==> config.mk <==
export PLATFORM = sky130hd
export DESIGN_NAME = lbp_core
export DESIGN_NICKNAME = d
export VERILOG_FILES = /design/src/include/lbp_pkg.sv /design/src/include/lbp_tmr_if.sv /design/src/core/lbp_interval_timer.sv /design/src/core/lbp_core.sv
export VERILOG_INCLUDE_DIRS = /design/src /design/src/include
export SDC_FILE = /design/constraint.sdc
export NUM_CORES = 1
export LEC_CHECK = 0
export ABC_AREA = 1
export BUFFER_PORTS_ARGS = -buffer_cell sky130_fd_sc_hd__buf_4
export CORE_ASPECT_RATIO = 0.6
export CORE_MARGIN = 2
export CORE_UTILIZATION = 35
export CTS_CLUSTER_SIZE = 16
export DETAILED_ROUTE_END_ITERATION = 8
export REMOVE_ABC_BUFFERS = 1
export SYNTH_ARGS = -nofsm -noshare
export SYNTH_HDL_FRONTEND = slang
export SYNTH_HIERARCHICAL = 1
export SYNTH_SLANG_ARGS = --single-unit
==> constraint.sdc <==
create_clock -name core_clk_i -period 8.3 [get_ports core_clk_i]
set_input_delay 0.415 -clock core_clk_i [delete_from_list [all_inputs] [get_ports core_clk_i]]
set_output_delay 0.415 -clock core_clk_i [all_outputs]
set_load 0.005 [all_outputs]
==> src/include/lbp_cfg.svh <==
// Constants for the OPERATING_MODE_BIT breathing PWM driver: register offsets, field
// positions, reset values, strobe codes and timing counts.
// Assumes a 250 MHz core clock and byte-wide register writes.
`ifndef LBP_CFG_SVH
`define LBP_CFG_SVH

// Register offsets
`define LBP_A_SHUTDOWN   8'h00
`define LBP_A_BREATH     8'h01
`define LBP_A_MODE       8'h02
`define LBP_A_CURRENT    8'h03
`define LBP_A_DUTY       8'h04
`define LBP_A_DUTY_UPD   8'h07
`define LBP_A_DELAY      8'h0a
`define LBP_A_RISEHOLD   8'h10
`define LBP_A_FALLOFF    8'h16
`define LBP_A_TIME_UPD   8'h1c
`define LBP_A_OUTCTL     8'h1d
`define LBP_A_RESET      8'h2f

// Reset values
`define LBP_RST_SHUTDOWN 8'h01
`define LBP_RST_OUTCTL   8'h01
`define LBP_RST_ZERO     8'h00

// Value that fires the update and reset strobes
`define LBP_STROBE_CODE  8'h00

// Field positions
`define LBP_SSD_BIT      0
`define LBP_EN_BIT       5
`define LBP_RAMP_BIT     5
`define LBP_HOLDSEL_BIT  4
`define LBP_MODE_BIT     5
`define LBP_OUTON_BIT    0
`define LBP_CS_HI        4
`define LBP_CS_LO        2
`define LBP_DUTY_HI      7
`define LBP_DUTY_LO      1
`define LBP_HI_NIB_HI    7
`define LBP_HI_NIB_LO    4
`define LBP_HI3_HI       7
`define LBP_HI3_LO       5
`define LBP_MID4_HI      4
`define LBP_MID4_LO      1

// Highest usable codes of the zero-able interval fields
`define LBP_DELAY_MAX    4'ha
`define LBP_HOLD_MAX     4'h8
`define LBP_OFF_MAX      4'ha

// Timing: shortest interval is 0.13 s, split into ramp steps
`define LBP_UNIT_NS      130000000
`define LBP_CLK_NS       4
`define LBP_RAMP_STEPS   128
`define LBP_STEP_CYCLES  ((`LBP_UNIT_NS) / ((`LBP_CLK_NS) * (`LBP_RAMP_STEPS)))

`endif

==> src/include/lbp_pkg.sv <==
// Types shared by the OPERATING_MODE_BIT breathing PWM driver modules.
// Assumes nothing beyond the constants header.
`default_nettype none

package lbp_pkg;
    // Breathing sequencer phases
    typedef enum logic [2:0] {
        LBP_IDLE,
        LBP_DELAY,
        LBP_RISE,
        LBP_HOLD,
        LBP_FALL,
        LBP_OFF
    } lbp_state_t;
endpackage

`default_nettype wire

==> src/include/lbp_tmr_if.sv <==
// Carrier between the breathing sequencer and its interval timer.
// Assumes both ends run on the same core clock.
`default_nettype none

interface lbp_tmr_if;
    logic       start;    // Restart interval, one-cycle pulse
    logic       tick;     // Ramp step enable
    logic       zero_len; // Interval of zero length
    logic [3:0] shift;    // Interval is 128 steps shifted left by this
    logic       done;     // Interval finished, one-cycle pulse
    logic [6:0] frac;     // Progress through interval, 0..127

    modport seq   (output start, output tick, output zero_len, output shift,
                   input done, input frac);
    modport timer (input start, input tick, input zero_len, input shift,
                   output done, output frac);
endinterface

`default_nettype wire

==> src/core/lbp_interval_timer.sv <==
// Interval timer of the breathing sequencer: counts ramp steps through
// one interval and reports progress and completion.
// Assumes start and tick come from logic on the same clock.
`include "lbp_cfg.svh"
`default_nettype none

module lbp_interval_timer #(
    parameter int CNT_W = 17
) (
    // Clock and reset
    input  wire logic core_clk_i,
    input  wire logic rst_b_i,
    // Sequencer side
    lbp_tmr_if.timer  tmr
);
    import lbp_pkg::*;

    // Refuse a counter too narrow for the longest interval
    initial
        if (CNT_W < 17)
            $error("lbp_interval_timer: CNT_W too small for longest interval");

    logic [CNT_W-1:0] cnt_reg;  // Steps elapsed in interval
    logic             run_reg;  // Interval in progress
    logic             done_reg; // Completion pulse
    logic [CNT_W-1:0] limit;    // Steps in this interval

    // Interval length doubles per code
    assign limit = CNT_W'(`LBP_RAMP_STEPS) << tmr.shift;

    // Step counting
    always_ff @(posedge core_clk_i)
    begin
        if (!rst_b_i)
        begin
            cnt_reg  <= '0;
            run_reg  <= 1'b0;
            done_reg <= 1'b0;
        end
        else if (tmr.start)
        begin
            // Zero-length interval ends on the next edge
            cnt_reg  <= '0;
            run_reg  <= !tmr.zero_len;
            done_reg <= tmr.zero_len;
        end
        else if (run_reg && tmr.tick)
        begin
            if (cnt_reg + 1'b1 == limit)
            begin
                run_reg  <= 1'b0;
                done_reg <= 1'b1;
            end
            else
            begin
                done_reg <= 1'b0;
            end
            cnt_reg <= cnt_reg + 1'b1;
        end
        else
        begin
            done_reg <= 1'b0;
        end
    end

    assign tmr.done = done_reg;
    // Progress scaled to 128 levels whatever the interval length
    assign tmr.frac = 7'(cnt_reg >> tmr.shift);

endmodule

`default_nettype wire

==> src/core/lbp_core.sv <==
// Control core of a single-channel OPERATING_MODE_BIT driver: write-only register file,
// direct PWM and a breathing sequencer, repeating, or one-shot in ramp mode.
// Assumes an external serial slave delivers address and data bytes as
// one-cycle strobes on core_clk_i; the shutdown pin is asynchronous.
//
// How it works
// - Breathing peak uses duty bits 7:1 only
// - Breathing current is full scale times peak/128
// - Duty writes shadowed; zero to 0x07 applies
// - Delay field: zero, then 0.13 s doubling
// - Rise 0.13 s doubling; hold zero-able doubling
// - Fall 0.13 s doubling; off zero-able doubling
// - Timing writes shadowed; zero to 0x1c applies
// - Output driven only while output-on bit set
// - Zero to reset register restores all defaults
// - Power-up loads defaults, output starts dark
// - Mode clear gives direct 256-step PWM
// - Direct mode never changes duty itself
// - Delay once, then rise-hold-fall-off repeating
// - Ramp on, hold select zero: stay at peak
// - Ramp on, hold select one: stay off
// - Shutdown keeps every register intact
// - Software shutdown bit disables current sources
// - Low shutdown pin forces hardware shutdown
// - Mode bit 5 at 0x02, default zero
// - Ramp bit 5, hold select bit 4
// - Channel enable bit 5, soft shutdown bit 0
// - Write-only; pointer advances after each data byte
`include "lbp_cfg.svh"
`default_nettype none

module lbp_core #(
    parameter int unsigned STEP_CYCLES = `LBP_STEP_CYCLES,
    parameter int          STEP_W      = 18
) (
    // Clock and reset
    input  wire logic       core_clk_i,
    input  wire logic       rst_b_i,
    // Byte strobes from the serial slave
    input  wire logic       addr_valid_i,
    input  wire logic       data_valid_i,
    input  wire logic [7:0] byte_i,
    // Pin
    input  wire logic       shutdown_pin_n_i,
    // Current source control
    output logic            led_pwm_o,
    output logic            current_enable_o,
    output logic [2:0]      current_select_o
);
    import lbp_pkg::*;

    // Refuse a step period the divider cannot count
    initial
        if (STEP_CYCLES < 1 || STEP_CYCLES >= (1 << STEP_W))
            $error("lbp_core: STEP_CYCLES out of range for STEP_W");

    // Register file, visible copies
    logic [7:0]  ptr_reg;          // Internal register pointer
    logic [7:0]  shutdown_reg;     // Enable and soft shutdown
    logic [7:0]  breath_reg;       // Ramp enable and hold select
    logic [7:0]  mode_reg;         // Operating mode
    logic [7:0]  current_reg;      // Full-scale current select
    logic [7:0]  duty_shadow_reg;  // Duty as written
    logic [7:0]  duty_reg;         // Duty in use
    logic [7:0]  delay_shadow_reg; // Timing as written
    logic [7:0]  rh_shadow_reg;
    logic [7:0]  fo_shadow_reg;
    logic [7:0]  delay_reg;        // Timing in use
    logic [7:0]  rh_reg;
    logic [7:0]  fo_reg;
    logic [7:0]  outctl_reg;       // Output on bit

    // Pin synchroniser
    logic        sd_meta_reg;      // First stage, read only by second
    logic        sd_sync_reg;      // Pin level, low means shutdown

    // Timing and sequencer
    logic [STEP_W-1:0] step_cnt_reg; // Ramp step divider
    logic        step_en_reg;      // One-cycle ramp step enable
    lbp_state_t  state_reg;        // Breathing phase
    lbp_state_t  state_next;
    logic        mode_d_reg;       // Mode bit last cycle
    logic        start_reg;        // Timer restart pulse
    logic [6:0]  level_reg;        // Breathing intensity, 0..127
    logic [6:0]  level_next;
    logic [13:0] ramp_prod;        // Peak times progress

    // PWM
    logic [7:0]  pwm_cnt_reg;      // Free-running PWM counter
    logic [7:0]  duty_eff;         // Duty compared this cycle
    logic        wr_hit;           // A data byte lands this cycle
    logic        soft_reset;       // Reset register command
    logic        sd_any;           // Any shutdown in force

    lbp_tmr_if tmr ();

    lbp_interval_timer #(
        .CNT_W (17)
    ) u_timer (
        .core_clk_i (core_clk_i),
        .rst_b_i    (rst_b_i),
        .tmr        (tmr)
    );

    assign wr_hit     = data_valid_i && !addr_valid_i;  // Address strobe wins
    assign soft_reset = wr_hit && ptr_reg == `LBP_A_RESET
                        && byte_i == `LBP_STROBE_CODE;
    assign sd_any     = shutdown_reg[`LBP_SSD_BIT] || !sd_sync_reg;

    // Register pointer: loaded by address byte, steps after each data byte
    always_ff @(posedge core_clk_i)
    begin
        if (!rst_b_i)
            ptr_reg <= 8'h00;
        else if (addr_valid_i)
            ptr_reg <= byte_i;
        else if (wr_hit)
            ptr_reg <= ptr_reg + 8'h01;
    end

    // Plain registers, write-only; writes land in shutdown, which clears nothing
    always_ff @(posedge core_clk_i)
    begin
        if (!rst_b_i || soft_reset)
        begin
            shutdown_reg     <= `LBP_RST_SHUTDOWN;
            breath_reg       <= `LBP_RST_ZERO;
            mode_reg         <= `LBP_RST_ZERO;
            current_reg      <= `LBP_RST_ZERO;
            duty_shadow_reg  <= `LBP_RST_ZERO;
            delay_shadow_reg <= `LBP_RST_ZERO;
            rh_shadow_reg    <= `LBP_RST_ZERO;
            fo_shadow_reg    <= `LBP_RST_ZERO;
            outctl_reg       <= `LBP_RST_OUTCTL;
        end
        else if (wr_hit)
            unique case (ptr_reg)
                `LBP_A_SHUTDOWN: shutdown_reg     <= byte_i;
                `LBP_A_BREATH:   breath_reg       <= byte_i;
                `LBP_A_MODE:     mode_reg         <= byte_i;
                `LBP_A_CURRENT:  current_reg      <= byte_i;
                `LBP_A_DUTY:     duty_shadow_reg  <= byte_i;
                `LBP_A_DELAY:    delay_shadow_reg <= byte_i;
                `LBP_A_RISEHOLD: rh_shadow_reg    <= byte_i;
                `LBP_A_FALLOFF:  fo_shadow_reg    <= byte_i;
                `LBP_A_OUTCTL:   outctl_reg       <= byte_i;
                default:         ;  // Strobes and holes store nothing
            endcase
    end

    // Active copies: only the update strobes and resets move them; timing goes as a set
    // so delay, rise-hold and fall-off change in the same cycle, even mid-sequence
    always_ff @(posedge core_clk_i)
    begin
        if (!rst_b_i || soft_reset)
        begin
            duty_reg  <= `LBP_RST_ZERO;
            delay_reg <= `LBP_RST_ZERO;
            rh_reg    <= `LBP_RST_ZERO;
            fo_reg    <= `LBP_RST_ZERO;
        end
        else if (wr_hit && ptr_reg == `LBP_A_DUTY_UPD && byte_i == `LBP_STROBE_CODE)
            duty_reg <= duty_shadow_reg;
        else if (wr_hit && ptr_reg == `LBP_A_TIME_UPD && byte_i == `LBP_STROBE_CODE)
        begin
            delay_reg <= delay_shadow_reg;
            rh_reg    <= rh_shadow_reg;
            fo_reg    <= fo_shadow_reg;
        end
    end

    // Two-stage synchroniser for the shutdown pin
    always_ff @(posedge core_clk_i)
    begin
        if (!rst_b_i)
        begin
            sd_meta_reg <= 1'b1;
            sd_sync_reg <= 1'b1;
        end
        else
        begin
            sd_meta_reg <= shutdown_pin_n_i;
            sd_sync_reg <= sd_meta_reg;
        end
    end

    // Ramp step divider: 128 steps per shortest interval
    always_ff @(posedge core_clk_i)
    begin
        step_en_reg <= rst_b_i && step_cnt_reg == STEP_W'(STEP_CYCLES - 1);
        if (!rst_b_i || step_cnt_reg == STEP_W'(STEP_CYCLES - 1))
            step_cnt_reg <= '0;
        else
            step_cnt_reg <= step_cnt_reg + 1'b1;
    end

    // Interval length of the phase being entered
    always_comb
    begin
        tmr.zero_len = 1'b0;
        tmr.shift    = 4'h0;
        unique case (state_reg)
            LBP_DELAY:
            begin
                tmr.zero_len = delay_reg[`LBP_HI_NIB_HI:`LBP_HI_NIB_LO] == 4'h0;
                tmr.shift    = (delay_reg[`LBP_HI_NIB_HI:`LBP_HI_NIB_LO] > `LBP_DELAY_MAX)
                               ? `LBP_DELAY_MAX - 4'h1
                               : delay_reg[`LBP_HI_NIB_HI:`LBP_HI_NIB_LO] - 4'h1;
            end
            LBP_RISE: tmr.shift = {1'b0, rh_reg[`LBP_HI3_HI:`LBP_HI3_LO]};
            LBP_HOLD:
            begin
                tmr.zero_len = rh_reg[`LBP_MID4_HI:`LBP_MID4_LO] == 4'h0;
                tmr.shift    = (rh_reg[`LBP_MID4_HI:`LBP_MID4_LO] > `LBP_HOLD_MAX)
                               ? `LBP_HOLD_MAX - 4'h1
                               : rh_reg[`LBP_MID4_HI:`LBP_MID4_LO] - 4'h1;
            end
            LBP_FALL: tmr.shift = {1'b0, fo_reg[`LBP_HI3_HI:`LBP_HI3_LO]};
            LBP_OFF:
            begin
                tmr.zero_len = fo_reg[`LBP_MID4_HI:`LBP_MID4_LO] == 4'h0;
                tmr.shift    = (fo_reg[`LBP_MID4_HI:`LBP_MID4_LO] > `LBP_OFF_MAX)
                               ? `LBP_OFF_MAX - 4'h1
                               : fo_reg[`LBP_MID4_HI:`LBP_MID4_LO] - 4'h1;
            end
            LBP_IDLE: tmr.zero_len = 1'b1;
        endcase
    end

    // Timer frozen in shutdown so the sequence resumes where it stopped
    assign tmr.tick  = step_en_reg && !sd_any;
    assign tmr.start = start_reg;

    // Next phase
    always_comb
    begin
        state_next = state_reg;
        if (!mode_reg[`LBP_MODE_BIT])
            state_next = LBP_IDLE;
        else if (!mode_d_reg)
            state_next = LBP_DELAY;
        else if (tmr.done)
        begin
            unique case (state_reg)
                LBP_DELAY: state_next = LBP_RISE;
                LBP_RISE:  state_next = LBP_HOLD;
                // Ramp mode parks at peak when hold select is zero
                LBP_HOLD:
                    if (!(breath_reg[`LBP_RAMP_BIT]
                          && !breath_reg[`LBP_HOLDSEL_BIT]))
                        state_next = LBP_FALL;
                LBP_FALL:  state_next = LBP_OFF;
                // Ramp mode parks dark after one cycle when hold select is one
                LBP_OFF:
                    if (!(breath_reg[`LBP_RAMP_BIT]
                          && breath_reg[`LBP_HOLDSEL_BIT]))
                        state_next = LBP_RISE;
                LBP_IDLE:  state_next = LBP_IDLE;
            endcase
        end
    end

    // Phase, intensity and timer restart on every phase entry
    always_ff @(posedge core_clk_i)
    begin
        if (!rst_b_i)
        begin
            state_reg  <= LBP_IDLE;
            mode_d_reg <= 1'b0;
            start_reg  <= 1'b0;
            level_reg  <= 7'h00;
        end
        else
        begin
            state_reg  <= state_next;
            mode_d_reg <= mode_reg[`LBP_MODE_BIT];
            start_reg  <= state_next != state_reg
                          || (tmr.done && state_next == LBP_RISE);
            level_reg  <= level_next;
        end
    end

    // Peak uses duty bits 7:1, scaled by progress through the ramp
    assign ramp_prod = duty_reg[`LBP_DUTY_HI:`LBP_DUTY_LO]
                       * ((state_reg == LBP_FALL) ? 7'h7f - tmr.frac : tmr.frac);

    // Breathing intensity
    always_comb
    begin
        level_next = 7'h00;
        unique case (state_reg)
            LBP_RISE: level_next = ramp_prod[13:7];
            LBP_HOLD: level_next = duty_reg[`LBP_DUTY_HI:`LBP_DUTY_LO];
            LBP_FALL: level_next = ramp_prod[13:7];
            LBP_IDLE, LBP_DELAY, LBP_OFF: level_next = 7'h00;
        endcase
    end

    // Level/128 equals twice the level over 256 steps
    assign duty_eff = mode_reg[`LBP_MODE_BIT] ? {level_reg, 1'b0}
                                             : duty_reg;

    // Free-running PWM counter
    always_ff @(posedge core_clk_i)
    begin
        if (!rst_b_i)
            pwm_cnt_reg <= 8'h00;
        else
            pwm_cnt_reg <= pwm_cnt_reg + 8'h01;
    end

    // Outputs, all registered; dark unless enabled, on and not shut down
    always_ff @(posedge core_clk_i)
    begin
        if (!rst_b_i)
        begin
            led_pwm_o        <= 1'b0;
            current_enable_o <= 1'b0;
            current_select_o <= 3'h0;
        end
        else
        begin
            led_pwm_o        <= pwm_cnt_reg < duty_eff
                                && outctl_reg[`LBP_OUTON_BIT]
                                && shutdown_reg[`LBP_EN_BIT] && !sd_any;
            current_enable_o <= shutdown_reg[`LBP_EN_BIT] && !sd_any;
            current_select_o <= current_reg[`LBP_CS_HI:`LBP_CS_LO];
        end
    end

endmodule

`default_nettype wire

# Yosys cells after proc, flatten, opt, wreduce, memory -nomap -nowiden
# Index checks and enable logic that the tools add are counted.
# word_totals
output_inout_bits,5
inputBits,13
reg_bits,161
# classes
mux,22
reduce_logical,50
n_eq_ne,20
shifts,2
mul,1
bitwise_logic,2
n_lt_le_gt_ge,4
addsub,8
# op_table
operator,n
$eq 8x5->1 const B,4
$mux 8,3
$reduce_and 2->1,11
$pmux 7 s3,1
$pmux 4 s5,1
$add 18x1->18 const B,1
$eq 18x18->1 const B,1
$pmux 3 s6,1
$add 17x1->17 const B,1
$eq 17x17->1,1
$logic_and 1x1->1,17
$shl 8x4->17 const A,1
$shr 17x4->7,1
$add 8x1->8 const B,2
$eq 8x2->1 const B,2
$eq 8x3->1 const B,2
$logic_not 8->1,2
$mux 3,5
$mul 7x14->14,1
$mux 14,1
$gt 4x4->1 const B,3
$logic_not 4->1,3
$mux 4,3
$sub 4x1->4 const B,3
18 further kinds,38

# Longest topological paths before layout
# logic_depth
depth_word,10
ltp_mapped,37

# By module
# The synthesis kept the hierarchy.
# by_module_without_submodules
module,seq_area_each_um2,cells_each,area_each_um2,n_inst
lbp_core,2302.2,929,7005.5,1
lbp_interval_timer,380.4,342,1898.1,1

# Worst setup path after synthesis
# OpenSTA, ideal clock, no wires.
# synth_timing
path_kind,register to register
from,reg state_reg[0]
to,reg level_reg[2]
period_less_slack_ns,5.911
stages_incl_launch_ff,32
slack_ns,2.389
t_arrival_ns,5.780
setup_time_ns,0.131
required_time_ns,8.169
n_path_buf,3
cell_sequence,dfxtp_1 > nor2_4 > nand2_2 > buf_6 > o22ai_1 > o41ai_1 > inv_1 > buf_2 > buf_2 > nand2_1 > o21ai_0 > mux2i_1 > o22ai_1 > a21oi_1 > nand2_1 > xor2_1 > or2_2 > fa_1 > fa_1 > inv_1 > fa_1 > inv_1 > fa_1 > inv_1 > ha_1 > a21oi_1 > o21ai_0 > inv_1 > nand2_1 > or2_1 > nand3_1 > a21oi_1
# synth_via
elab_chain_cells,7
elab_cells_between_ends,14
classes_between,add/sub: 1; mul: 1; eq/ne: 5; shift: 1; mux: 3; reduce/logical: 3
# synth_lines
element,line,source
"start, declared",lbp_core.sv:80,lbp_state_t state_reg;
"start signal, assigned",lbp_core.sv:275,state_reg <= state_next;
$eq 3x3->1 (tied with other cells),lbp_core.sv:202,unique case (state_reg)
$pmux 4 s5 *,lbp_core.sv:202,
net tmr.shift[0],lbp_tmr_if.sv:9,logic [3:0] shift;
$shr 17x4->7 *,lbp_interval_timer.sv:68,assign tmr.frac = 7'(cnt_reg >> tmr.shift);
net tmr.frac[2],lbp_tmr_if.sv:11,logic [6:0] frac;
$sub 7x7->8,lbp_core.sv:285,* ((state_reg == LBP_FALL) ? 7'h7f - tmr.frac : tmr.frac);
$mux 14 *,lbp_core.sv:285,
$mul 7x14->14 *,lbp_core.sv:284,assign ramp_prod = duty_reg[`LBP_DUTY_HI:`LBP_DUTY_LO]
$pmux 7 s3 *,lbp_core.sv:291,unique case (state_reg)
"end signal, assigned",lbp_core.sv:279,level_reg <= level_next;
"end, declared",lbp_core.sv:84,logic [6:0] level_reg;
# The timed path passes the listed nets; every way through them passes the cells marked *.
# A chain may end at the register's enable or synchronous reset.

# Worst setup path in the final report
# layout_timing
from,reg state_reg[1]
to,reg level_reg[4]
# The elaborated chain is that of the path after synthesis.

==> results.txt <==
Status: finished, final reports clean
Number of synthesized register bits: 134
Setup_tns: 0 ns
Period minus WS final: 6.973 ns
Largest net degree at the start of global routing: 37
CP Capture Type: flop
Peak supply drop: 0.1398 mV
Non-Filler Instances: 1616
Largest register FFs: 18
Die X: 209.9 um
R2r worst-path depth: 27
Relative slew slack: 43.23%
Worst setup path end: level_reg[4]
Drc violations: 0
Fmax: 143.4 MHz
All-layer global routing usage: 18.46%
M3 GR Usage: 5.310%
I/O pins: 18
Met2 usage: 22.94%
Synthesized area: 8904 um2
Average size of a mapped cell: 7.005 um2
Synth warnings: 6
Placer Congestion: 0.9517
Share of the synthesized area in the top cell type: 30.13%
Post-DP Area: 9294 um2
Max Root-Sink Buffers: 2
GR Layer Usage met1: 29.88%
FF-to-FF End: level_reg[4]
Via density per instance: 5.059
Fin. Hold Viols: 0
Area of the die: 26770 um2
Netlist cell types: 56
Vias in the first global route: 7387
Final layout net count: 1364
Share of cells above drive strength 1: 9.013%
Beginning of the critical path: state_reg[1]
Post-Place Cells: 1585
Root Buffer Master: clkbuf_16
CTS Sinks: 134
Worst-Margin Slew: 0.8507 ns
Row count: 45
R2R setup slack: 1.33 ns
CTS tree: yes
Critical setup path kind: reg2reg
Most frequent cells in the layout: nand2_1 (247), inv_1 (176), nor2_1 (142)
Pwr Density: 151.6 nW/um2
Utilization after layout: 39.40%
Clock latency on the worst-skew pair: 0.44 ns
P_leak: 4.111 nW
Clock skew: 0.01037 ns
Reg2reg start: state_reg[1]
Required @ worst endpoint: 8.57 ns
Fin crit share: 84.01%
Largest fanout on the critical path: 32
Multi-input logic area: 5321 um2
Reg area: 2683 um2
Area leader, netlist: dfxtp_1
Commonest non-fill, non-tap cell in the layout: nand2_1
GRT busiest layer: met1
Post-CTS Setup Bufs: 0
Post-route ant nets: 0
Wire length per cell: 14.48 um
Final setup violation count: 0
Drt total wl: 23400 um
Overflow after GRT: 0
Synth top area cells: dfxtp_1 (30%), nand2_1 (10%), ha_1 (7.4%), inv_1 (7.4%), a21oi_1 (6.2%)
Initial antenna violation count: 0
Post_cts resized: 0
Antenna Cells: 0
Area of the core: 25110 um2
Unrepaired setup endpoints after global routing: false
Final Cell Area: 9894 um2
CP startpoint kind: flop
H-tree Lvls: 4
Worst min path class: in2reg
Vias: 8175
P&R area growth vs syn: 11.13%
First-pass GRT wire length: 38990 um
HPWL Detailed: 17990 um
Final Slew Violations: 0
Synth Instances: 1271
Die height: 127.5 um
Initial Utilization: 35.46%
Crit path arrival time: 7.25 ns
# hold bufs at CTS: 0
Max cap viols: 0
DR iter-0 viols: 735
# fillers: 2672
DR pass1 iterations: 6
CTS clk-pin slew, worst paths: 0.06 ns
Post-synthesis sequential area ratio: 30.13%
CTS Buf Count: 17
I/O Buffers: 17
[synthesized netlist by cell type, drive strengths merged]
cell type	instances
clkinv	5
o31ai	6
nand3b	5
ha	53
a211o	1
nand4	21
a22oi	2
nand2	258
nand3	78
mux2i	3
nor4	3
o221ai	3
o21bai	1
nor3b	7
or2	7
nor2	154
xor2	8
o2111ai	2
a21o	2
inv	189
a21boi	1
clkbuf	18
o21ai	88
a31oi	8
o22ai	7
buf	17
nor3	20
dfxtp	134
o311ai	1
o41ai	1
a21oi	113
fa	23
o211ai	9
a211oi	14
xnor2	9
[worst max-delay path: stages, from the launching register on]
cell and delay [ns]:
dfxtp_1 0.52, nor2_4 0.07, nand2_2 0.28, o22ai_1 0.13
o41ai_1 0.38, inv_1 0.41, o21ai_0 0.41, o22ai_1 0.11
inv_1 0.11, o22ai_1 0.07, a21oi_1 0.11, nand2_1 0.08
xor2_1 0.52, or2_2 0.23, fa_1 0.45, fa_1 0.55
inv_1 0.05, fa_1 0.53, inv_1 0.05, fa_1 0.52
inv_1 0.04, ha_1 0.32, a21oi_1 0.18, o21ai_0 0.19
a21oi_1 0.22, nand3_1 0.10, nand3_1 0.09, a21oi_1 0.06
[cell type report]
cell class                 count  share of cell area [%]
clock inverter                10                   1.214
tap                          329                   4.160
inverter                     194                   7.360
sequential                   134                   27.11
clock buffer                  21                   4.856
timing repair buffer          20                   1.517
multi-input combinational    908                   53.78
[per-stage QoR]
step	hold WS (ns)	total power, W	worst slack, ns
detailed placement	0.4047	0.0007339	1.479
global placement	0.3988	0.0007333	1.537
finish	0.1686	0.001500	1.327
floorplan	0.3925	0.0007076	1.808
CTS	0.1587	0.001515	1.414
global route	0.1585	0.001556	0.6300
[metal layers]
layer / wire length [um] / part of all wire [%]
met1: 13080 / 56
met5: 0 / 0
met2: 8332 / 36
met4: 150 / 0.64
met3: 1833 / 7.8
[how the worst min path moves through the flow]
stage | start | to | slack [ns] | depth (start not counted)
after floorplan | sd_meta_reg | sd_sync_reg | 0.39 | 1
after global placement | sd_meta_reg | sd_sync_reg | 0.40 | 1
after detailed placement | sd_meta_reg | sd_sync_reg | 0.40 | 1
after CTS | shutdown_pin_n_i | sd_meta_reg | 0.16 | 2
after global routing | shutdown_pin_n_i | sd_meta_reg | 0.16 | 2
final | shutdown_pin_n_i | sd_meta_reg | 0.17 | 2
[cell families (layout without fill, tap and decap cells)]
logic type	count (synthesis)	in the layout	share of synthesized area [%]
AOI/OAI and AO/OA	259	259	16.67
xor gates and xnor gates	17	17	1.672
adders and majority gates	76	76	12.62
buffers and inverters	229	245	10.10
DFF	134	134	30.13
muxes	3	3	0.3373
and+or+nand+nor	553	553	28.47
[report_power, final]
| part | switching, W | leakage (nW) | internal [W] | total (W) |
|---|---|---|---|---|
| sequential | 0.00000726 | 1.08 | 0.000650 | 0.000658 |
| combinational | 0.0000439 | 2.74 | 0.0000187 | 0.0000626 |
| clock | 0.000305 | 0.292 | 0.000474 | 0.000779 |
| total | 0.000356 | 4.11 | 0.00114 | 0.00150 |
(Power assumes the default switching activity.)
